<file path="config.mk">
export PLATFORM = sky130hd
export DESIGN_NAME = pbcsr_phy_base_regs
export DESIGN_NICKNAME = d
export VERILOG_FILES = /design/src/logic/pbcsr_pkg.sv /design/src/logic/pbcsr_phy_base_regs.sv
export SDC_FILE = /design/constraint.sdc
export NUM_CORES = 1
export LEC_CHECK = 0
export BUFFER_PORTS_ARGS = -buffer_cell sky130_fd_sc_hd__clkbuf_2
export CAP_MARGIN = 20
export CORE_MARGIN = 2
export CORE_UTILIZATION = 25
export CTS_CLUSTER_SIZE = 28
export DETAILED_ROUTE_END_ITERATION = 8
export MAX_ROUTING_LAYER = met4
export SLEW_MARGIN = 15
export SYNTH_ARGS = -nofsm -noshare
export SYNTH_HDL_FRONTEND = slang
export SYNTH_SLANG_ARGS = --single-unit
</file>
<file path="constraint.sdc">
create_clock -name clock -period 1.6 [get_ports clock]
set_clock_uncertainty 0.05 [all_clocks]
set_input_delay 0.24 -clock clock [delete_from_list [all_inputs] [get_ports clock]]
set_output_delay 0.24 -clock clock [all_outputs]
set_load 0.01 [all_outputs]
</file>
<file path="src/logic/pbcsr_pkg.sv">
// constants of the phy base control and status registers
// Overview of operation
// - contender bit writable, reset from strap pin, drives self-id contender flag.
// - power class writable, reset from three straps, goes to self-id bits 21-23.
// - jitter field is read-only and reads zero, meaning 20ns variation.
// - asleep link gets loop, power-fail, timeout interrupts only with watchdog set.
// - watchdog bit also gates interrupt to link when any port starts resume.
// - writing one to short reset bit arbitrates, issues short reset, self-clears.
// - loop flag resets zero, cleared by writing one.
// - power fail flag resets one, set on power status falling, write-one clears.
// - timeout flag set on arbitration timeout, resets zero, write-one clears.
// - port event set when enabled port's connect, bias, disable or fault changes.
// - port event also set when resume begins and resume interrupt enabled.
// - port event resets zero, cleared by writing one.
// - acceleration enable bit resets zero and turns on enhanced arbitration.
// - page select resets 000, picks which of eight pages the window shows.
// - port select resets 0000, picks the port for per-port pages.
package pbcsr_pkg;
  localparam logic [3:0] PBCSR_ADDR_POWER_CLASS_JITTER = 4'h4;
  localparam logic [3:0] PBCSR_ADDR_INTERRUPT_RESET = 4'h5;
  localparam logic [3:0] PBCSR_ADDR_PAGE_PORT = 4'h7;
  localparam logic [3:0] PBCSR_ADDR_WINDOW_FIRST = 4'h8;
  // power_class_jitter_ctrl layout
  localparam int PBCSR_POWER_CLASS_LSB = 5;
  localparam int PBCSR_JITTER_LSB = 2;
  localparam int PBCSR_CONTENDER_BIT = 1;
  localparam logic [2:0] PBCSR_JITTER_VALUE = 3'h0;
  localparam int PBCSR_JITTER_NS = 20;
  // interrupt_and_reset_ctrl layout
  localparam int PBCSR_MULTI_BIT = 7;
  localparam int PBCSR_ACCEL_BIT = 6;
  localparam int PBCSR_PORT_EVENT_BIT = 5;
  localparam int PBCSR_TIMEOUT_BIT = 4;
  localparam int PBCSR_POWER_FAIL_BIT = 3;
  localparam int PBCSR_LOOP_BIT = 2;
  localparam int PBCSR_SHORT_RESET_BIT = 1;
  localparam int PBCSR_WATCHDOG_BIT = 0;
  // page_port_selector layout
  localparam int PBCSR_PORT_SELECT_LSB = 4;
  localparam int PBCSR_PAGE_SELECT_LSB = 0;
  // reset values
  localparam logic PBCSR_RESET_WATCHDOG = 1'b0;
  localparam logic PBCSR_RESET_LOOP = 1'b0;
  localparam logic PBCSR_RESET_POWER_FAIL = 1'b1;
  localparam logic PBCSR_RESET_TIMEOUT = 1'b0;
  localparam logic PBCSR_RESET_PORT_EVENT = 1'b0;
  localparam logic PBCSR_RESET_ACCEL = 1'b0;
  localparam logic PBCSR_RESET_MULTI = 1'b0;
  localparam logic PBCSR_RESET_SHORT_RESET = 1'b0;
  localparam logic [2:0] PBCSR_RESET_PAGE_SELECT = 3'h0;
  localparam logic [3:0] PBCSR_RESET_PORT_SELECT = 4'h0;
  // strap capture waits for the synchroniser to fill
  localparam logic [1:0] PBCSR_STRAP_SETTLE_COUNT = 2'h3;
endpackage : pbcsr_pkg

</file>
<file path="src/logic/pbcsr_phy_base_regs.sv">
// phy base control and status register bank with event flags
`timescale 1ns/1ns
module pbcsr_phy_base_regs
  import pbcsr_pkg::*;
#(
  parameter int NUM_PORTS = 3
) (
  input wire logic clock,
  input wire logic reset,
  input wire logic [3:0] phyRegAddr,
  input wire logic [7:0] phyWriteData,
  input wire logic phyWriteStrobe,
  input wire logic phyReadStrobe,
  output logic [7:0] phyReadData,
  output logic phyReadValid,
  input wire logic contenderStrapPin,
  input wire logic [2:0] powerClassStrapPins,
  input wire logic cablePowerStatus,
  input wire logic linkAsleep,
  input wire logic loopDetected,
  input wire logic arbitrationTimeout,
  input wire logic shortResetIssued,
  input wire logic [NUM_PORTS-1:0] portConnected,
  input wire logic [NUM_PORTS-1:0] portBias,
  input wire logic [NUM_PORTS-1:0] portDisabled,
  input wire logic [NUM_PORTS-1:0] portFault,
  input wire logic [NUM_PORTS-1:0] portIntEnable,
  input wire logic [NUM_PORTS-1:0] portResumeStart,
  input wire logic resumeIntEnable,
  output logic selfIdContender,
  output logic [2:0] selfIdPowerClass,
  output logic shortResetRequest,
  output logic arbAccelEnable,
  output logic multiSpeedEnable,
  output logic [2:0] windowPage,
  output logic [3:0] windowPort,
  output logic linkInterrupt
);

  localparam int SNAP_W = 4 * NUM_PORTS;

  typedef struct packed {
    logic contenderSync1;
    logic contenderSync2;
    logic [2:0] powerClassSync1;
    logic [2:0] powerClassSync2;
    logic powerStatusSync1;
    logic powerStatusSync2;
    logic powerStatusPrev;
    logic [1:0] strapCount;
    logic contender;
    logic [2:0] powerClass;
    logic watchdog;
    logic shortReset;
    logic loop;
    logic powerFail;
    logic timeout;
    logic portEvent;
    logic accel;
    logic multi;
    logic [2:0] pageSelect;
    logic [3:0] portSelect;
    logic [SNAP_W-1:0] portSnapshot;
    logic [7:0] readData;
    logic readValid;
    logic interrupt;
  } pbcsr_state_type;

  pbcsr_state_type state;
  pbcsr_state_type next_state;

  logic [SNAP_W-1:0] portNow;
  logic [NUM_PORTS-1:0] portChanged;
  logic strapsLoaded;
  logic writeIntReg;
  logic anyResume;
  logic portEventSet;

  // per-port change detect, only ports with interrupt enable count
  genvar g;
  generate
    for (g = 0; g < NUM_PORTS; g++) begin : gPort
      assign portNow[4*g +: 4] = {portConnected[g], portBias[g], portDisabled[g], portFault[g]};
      assign portChanged[g] = portIntEnable[g]
                              & |(portNow[4*g +: 4] ^ state.portSnapshot[4*g +: 4]);
    end
  endgenerate

  assign strapsLoaded = (state.strapCount == PBCSR_STRAP_SETTLE_COUNT);
  assign writeIntReg = phyWriteStrobe & (phyRegAddr == PBCSR_ADDR_INTERRUPT_RESET);
  assign anyResume = |portResumeStart;
  assign portEventSet = (|portChanged) | (anyResume & resumeIntEnable);

  always_comb begin
    next_state = state;
    next_state.contenderSync1 = contenderStrapPin;
    next_state.contenderSync2 = state.contenderSync1;
    next_state.powerClassSync1 = powerClassStrapPins;
    next_state.powerClassSync2 = state.powerClassSync1;
    next_state.powerStatusSync1 = cablePowerStatus;
    next_state.powerStatusSync2 = state.powerStatusSync1;
    next_state.powerStatusPrev = state.powerStatusSync2;
    next_state.portSnapshot = portNow;
    if (!strapsLoaded) begin
      next_state.strapCount = state.strapCount + 2'h1;
      next_state.contender = state.contenderSync2;
      next_state.powerClass = state.powerClassSync2;
    end
    if (phyWriteStrobe && strapsLoaded && phyRegAddr == PBCSR_ADDR_POWER_CLASS_JITTER) begin
      next_state.contender = phyWriteData[PBCSR_CONTENDER_BIT];
      next_state.powerClass = phyWriteData[PBCSR_POWER_CLASS_LSB +: 3];
    end
    if (writeIntReg) begin
      next_state.watchdog = phyWriteData[PBCSR_WATCHDOG_BIT];
      next_state.accel = phyWriteData[PBCSR_ACCEL_BIT];
      next_state.multi = phyWriteData[PBCSR_MULTI_BIT];
      if (phyWriteData[PBCSR_LOOP_BIT]) next_state.loop = 1'b0;
      if (phyWriteData[PBCSR_POWER_FAIL_BIT]) next_state.powerFail = 1'b0;
      if (phyWriteData[PBCSR_TIMEOUT_BIT]) next_state.timeout = 1'b0;
      if (phyWriteData[PBCSR_PORT_EVENT_BIT]) next_state.portEvent = 1'b0;
    end
    // self-clear once issued; a new write wins
    if (shortResetIssued) next_state.shortReset = 1'b0;
    if (writeIntReg && phyWriteData[PBCSR_SHORT_RESET_BIT]) next_state.shortReset = 1'b1;
    // hardware set wins over a same-cycle clear
    if (loopDetected) next_state.loop = 1'b1;
    if (state.powerStatusPrev && !state.powerStatusSync2) next_state.powerFail = 1'b1;
    if (arbitrationTimeout) next_state.timeout = 1'b1;
    if (portEventSet) next_state.portEvent = 1'b1;
    if (phyWriteStrobe && phyRegAddr == PBCSR_ADDR_PAGE_PORT) begin
      next_state.pageSelect = phyWriteData[PBCSR_PAGE_SELECT_LSB +: 3];
      next_state.portSelect = phyWriteData[PBCSR_PORT_SELECT_LSB +: 4];
    end
    next_state.readValid = phyReadStrobe;
    next_state.readData = 8'h00;
    if (phyReadStrobe) begin
      unique case (phyRegAddr)
        PBCSR_ADDR_POWER_CLASS_JITTER: begin
          next_state.readData[PBCSR_POWER_CLASS_LSB +: 3] = state.powerClass;
          next_state.readData[PBCSR_JITTER_LSB +: 3] = PBCSR_JITTER_VALUE;
          next_state.readData[PBCSR_CONTENDER_BIT] = state.contender;
        end
        PBCSR_ADDR_INTERRUPT_RESET: begin
          next_state.readData[PBCSR_MULTI_BIT] = state.multi;
          next_state.readData[PBCSR_ACCEL_BIT] = state.accel;
          next_state.readData[PBCSR_PORT_EVENT_BIT] = state.portEvent;
          next_state.readData[PBCSR_TIMEOUT_BIT] = state.timeout;
          next_state.readData[PBCSR_POWER_FAIL_BIT] = state.powerFail;
          next_state.readData[PBCSR_LOOP_BIT] = state.loop;
          next_state.readData[PBCSR_SHORT_RESET_BIT] = state.shortReset;
          next_state.readData[PBCSR_WATCHDOG_BIT] = state.watchdog;
        end
        PBCSR_ADDR_PAGE_PORT: begin
          next_state.readData[PBCSR_PORT_SELECT_LSB +: 4] = state.portSelect;
          next_state.readData[PBCSR_PAGE_SELECT_LSB +: 3] = state.pageSelect;
        end
        // fields outside this bank and the paged window read zero here
        default: next_state.readData = 8'h00;
      endcase
    end
    next_state.interrupt = ((state.loop | state.powerFail | state.timeout)
                            & (~linkAsleep | state.watchdog))
                           | (anyResume & state.watchdog);
  end

  always_ff @(posedge clock or posedge reset) begin
    if (reset) begin
      state <= '0;
      state.powerFail <= PBCSR_RESET_POWER_FAIL;
      state.watchdog <= PBCSR_RESET_WATCHDOG;
      state.loop <= PBCSR_RESET_LOOP;
      state.timeout <= PBCSR_RESET_TIMEOUT;
      state.portEvent <= PBCSR_RESET_PORT_EVENT;
      state.accel <= PBCSR_RESET_ACCEL;
      state.multi <= PBCSR_RESET_MULTI;
      state.shortReset <= PBCSR_RESET_SHORT_RESET;
      state.pageSelect <= PBCSR_RESET_PAGE_SELECT;
      state.portSelect <= PBCSR_RESET_PORT_SELECT;
    end else begin
      state <= next_state;
    end
  end

  assign phyReadData = state.readData;
  assign phyReadValid = state.readValid;
  assign selfIdContender = state.contender;
  assign selfIdPowerClass = state.powerClass;
  assign shortResetRequest = state.shortReset;
  assign arbAccelEnable = state.accel;
  assign multiSpeedEnable = state.multi;
  assign windowPage = state.pageSelect;
  assign windowPort = state.portSelect;
  assign linkInterrupt = state.interrupt;
endmodule : pbcsr_phy_base_regs

</file>
==> impl_metrics.csv <==
group,metric,value,unit
setup_path,cp_data_required_time,1750,ps
sta,slew_headroom,0.7478,
global_route,met1_usage,0.1278,
drt,ant_nets,0,
floorplanning,core,8299,um^2
pwr,power_density,1073,nW/um^2
setup_path,reg2reg_to,"state[31]$_DFFE_PP0P_",
drt,wl_per_cell,13.33,um
drt,route.vias.total,1354,
pwr,seq_power_share,0.543,
global_route,grt_max_degree,29,
final_layout,fillers,848,
final_layout,syn_to_final_growth,24.46,%
pwr,p_int,2.174,mW
yosys,synthArstFlopShare,1.000,
global_route,antenna_found_initial,0,
floorplanning,die_w,97.03,um
floorplanning,dieArea,9414,um^2
drt,via_per_inst,4.103,
clock_network,tritoncts.num_buffers,5,
setup_path,path_max_fanout,1,
worst_hold_path,min_path_type,"in2reg",
setup_path,end_kind,"flop",
global_route,gr-total-overflow,0,
yosys,synth.top_cell.area_share,0.6131,
drt,drt_iter0_markers,42,
sta,period_minus_slack,1396,ps
pwr,swShare,0.2476,
yosys,synth_edf_count,0,
global_route,use_met2,0.1683,
global_route,grt_pass1_wl,7610,um
floorplanning,die_h,97.03,um
setup_path,setup.worst_path.start,"state[17]$_DFF_PP0_",
yosys,yosys_warnings,0,
clock_network,h-tree-depth,2,
setup_path,crit_type,"reg2reg",
clock_network,cts_setup_buffers,0,
final_layout,finalNetCount,269,
sta,post-route-period-util,0.8723,
sta,final-setup-viol-count,0,
yosys,yosysTopAreaCell,"dfrtp_1",
placement,gp_congestion,0.7867,
sta,setup_slack,204.3,ps
setup_path,r2r_slack,200,ps
clock_network,cts_root_buf,"clkbuf_8",
pwr,total_leakage_power,1.275,nW
yosys,synth_area,2163,um^2
sta,tns,0,ps
yosys,syn_area_per_cell,13.52,um^2
final_layout,final_layout_size_suffix_gt1_frac,0.4444,
yosys,synth_cell_type_count,32,
pwr,p_switching,715.1,uW
pwr,irDropWorstVdd,0.4450,mV
clock_network,cts_sinks,54,
setup_path,cp.arrival,1540,ps
pwr,pwr-share-clk,0.308,
sta,fmax,0.7165,GHz
sta,finalHoldViolCount,0,
sta,tightestPinTransition,368.8,ps
yosys,synth_seq_cells,54,
placement,dp_worst_setup_slack,47.18,ps
clock_network,cts_buffer_depth,2,
setup_path,ff2ff_path_depth,4,
setup_path,crit_path_end,"state[31]$_DFFE_PP0P_",
global_route,grt.total_usage,0.1047,
setup_path,start_kind,"flop",
floorplanning,rows,33,
clock_network,insertion_delay,300,ps
pwr,combPwrFrac,0.149,
global_route,grt_pass1_vias,1521,
final_layout,seqCellArea,1353,um^2
placement,detailed_place_hpwl,3422,um
drt,dr.pass1.iters,4,
yosys,synth_area_leaders,"dfrtp_1 (61%), mux2_2 (6.8%), buf_4 (6.2%)",
clock_network,cts_tree,"built",
drt,drc,0,
floorplanning,start_util,0.2607,
sta,rsz0062_at_grt,"false",
final_layout,multi_input_area,646.9,um^2
placement,io_buffers,67,
setup_path,r2r-start,"state[17]$_DFF_PP0_",
clock_network,clk_pin_slew,90,ps
sta,drv_slew,0,
floorplanning,io_pins,68,
yosys,synth_top_flop_cell,"dfrtp_1",
yosys,syn-num-nets,205,
yosys,netlist_instances,160,
final_layout,n_antenna_cell,0,
drt,postRouteWirelength,4400,um
global_route,top_usage_layer,"met2",
global_route,grtUsageMet3,0.03251,
yosys,synth_seq_area_share,0.6252,
flow_run,cap_viol_max_count,0,
final_layout,utilization,0.3244,
outcome,status,"completed",
-- placed cells by master (no fill, tap or decap) --
| cell type | n |
|---|---|
| a2111oi_0 | 1 |
| xnor2_1 | 1 |
| nor2b_2 | 2 |
| clkinvlp_4 | 2 |
| clkbuf_1 | 1 |
| nand2b_1 | 1 |
| nand4_1 | 1 |
| buf_4 | 5 |
| dlygate4sd3_1 | 6 |
| or3_1 | 1 |
| o41ai_2 | 1 |
| a22oi_1 | 4 |
| a21o_1 | 3 |
| o41ai_1 | 2 |
| xor2_1 | 12 |
| ha_1 | 1 |
| nand3_1 | 2 |
| nor3b_1 | 1 |
| nor2b_1 | 4 |
| clkbuf_2 | 67 |
| dfstp_2 | 1 |
| and4b_1 | 1 |
| nand4_2 | 1 |
| a221o_1 | 4 |
| clkbuf_8 | 5 |
| mux2_2 | 13 |
| and4_4 | 1 |
| bufinv_16 | 1 |
| a21oi_1 | 1 |
| nand2_1 | 8 |
| mux2i_1 | 3 |
| a22o_1 | 1 |
| o21ai_0 | 3 |
| nor2_4 | 1 |
| dfrtp_1 | 53 |
| nor2_1 | 7 |
| inv_1 | 3 |
-- critical path, stage by stage, from the launching register on --
cell,delay (ps)
dfrtp_1,380
xor2_1,160
o41ai_1,390
nand4_1,150
a21o_1,180
-- state kept, by name (all words and copies together) (netlist names) --
name,flops
arbAccelEnable,1
linkInterrupt,1
multiSpeedEnable,1
next_state,6
phyReadData,8
phyReadValid,1
selfIdContender,1
selfIdPowerClass,3
shortResetRequest,1
state,24
windowPage,3
windowPort,4
-- kinds of logic (layout without fill, tap and decap cells) --
group	Yosys count	after routing	share of synthesized area
buffers and inverters	25	90	0.07923
DFF	54	54	0.6252
adders and majority gates	1	1	0.005783
muxes	16	16	0.08155
and+or+nand+nor	31	31	0.08329
AOI/OAI and AO/OA	20	20	0.07230
xor gates and xnor gates	13	13	0.05263
-- layout make-up --
type,count,share of cell area
timing repair buffer,78,0.1608
tap,105,0.04879
multi-input combinational,81,0.2402
clock buffer,6,0.02695
clock inverter,2,0.01394
inverter,4,0.006970
sequential,54,0.5023
-- synth_stat cells, drive strengths merged (2+ instances only) --
cell type,n
buf,21
dfrtp,53
mux2,13
mux2i,3
nor2b,6
inv,4
xor2,12
a221o,4
nor2,8
nand2,8
a22oi,4
o41ai,3
o21ai,3
nand3,2
a21o,3
nand4,2
-- through the flow --
step	std cells	area, um^2	hold WS (ps)	power, mW
final	330	2693	20.94	2.889
after detailed placement	316	2515	286.5	2.026
after global placement	316	2515	284.8	2.017
after CTS	330	2685	4.685	2.942
after floorplan	160	2167	221.4	1.888
after global routing	330	2693	4.777	3.059
-- how the worst min path moves through the flow --
stage	slack, ps	end	cells past startpoint	from
6_report	20	state[13]$_DFF_PP0_	1	portConnected[0]
3_3_place_gp	280	next_state[43]$_DFF_PP0_	0	next_state[44]$_DFF_PP0_
4_1_cts	5	state[13]$_DFF_PP0_	1	portConnected[0]
3_5_place_dp	290	state[36]$_DFFE_PP0P_	3	reset
5_1_grt	5	state[11]$_DFF_PP0_	1	portDisabled[0]
2_1_floorplan	220	next_state[44]$_DFF_PP0_	0	cablePowerStatus
-- repair_timing --
action                     in CTS  in global routing
setup endpoints to repair       0                  1
resized for setup               0                  1
hold endpoints to repair       58                  0
hold buffers                    6                  0
-- power by group through the flow --
stage               registers, mW  clock network (mW)  logic (mW)
global placement             1.59                   0       0.423
floorplan                    1.58                   0       0.307
detailed placement           1.60                   0       0.428
CTS                          1.57               0.930       0.441
global route                 1.58               0.991       0.483
finish                       1.57               0.891       0.430
-- per-layer routing --
metal	part of all wire	up-vias
met1	0.43	652
met2	0.51	42
met4	0.0052	0
li1	-	658
met5	0	-
met3	0.063	2
Note: power is estimated with default switching activity, not from simulation.
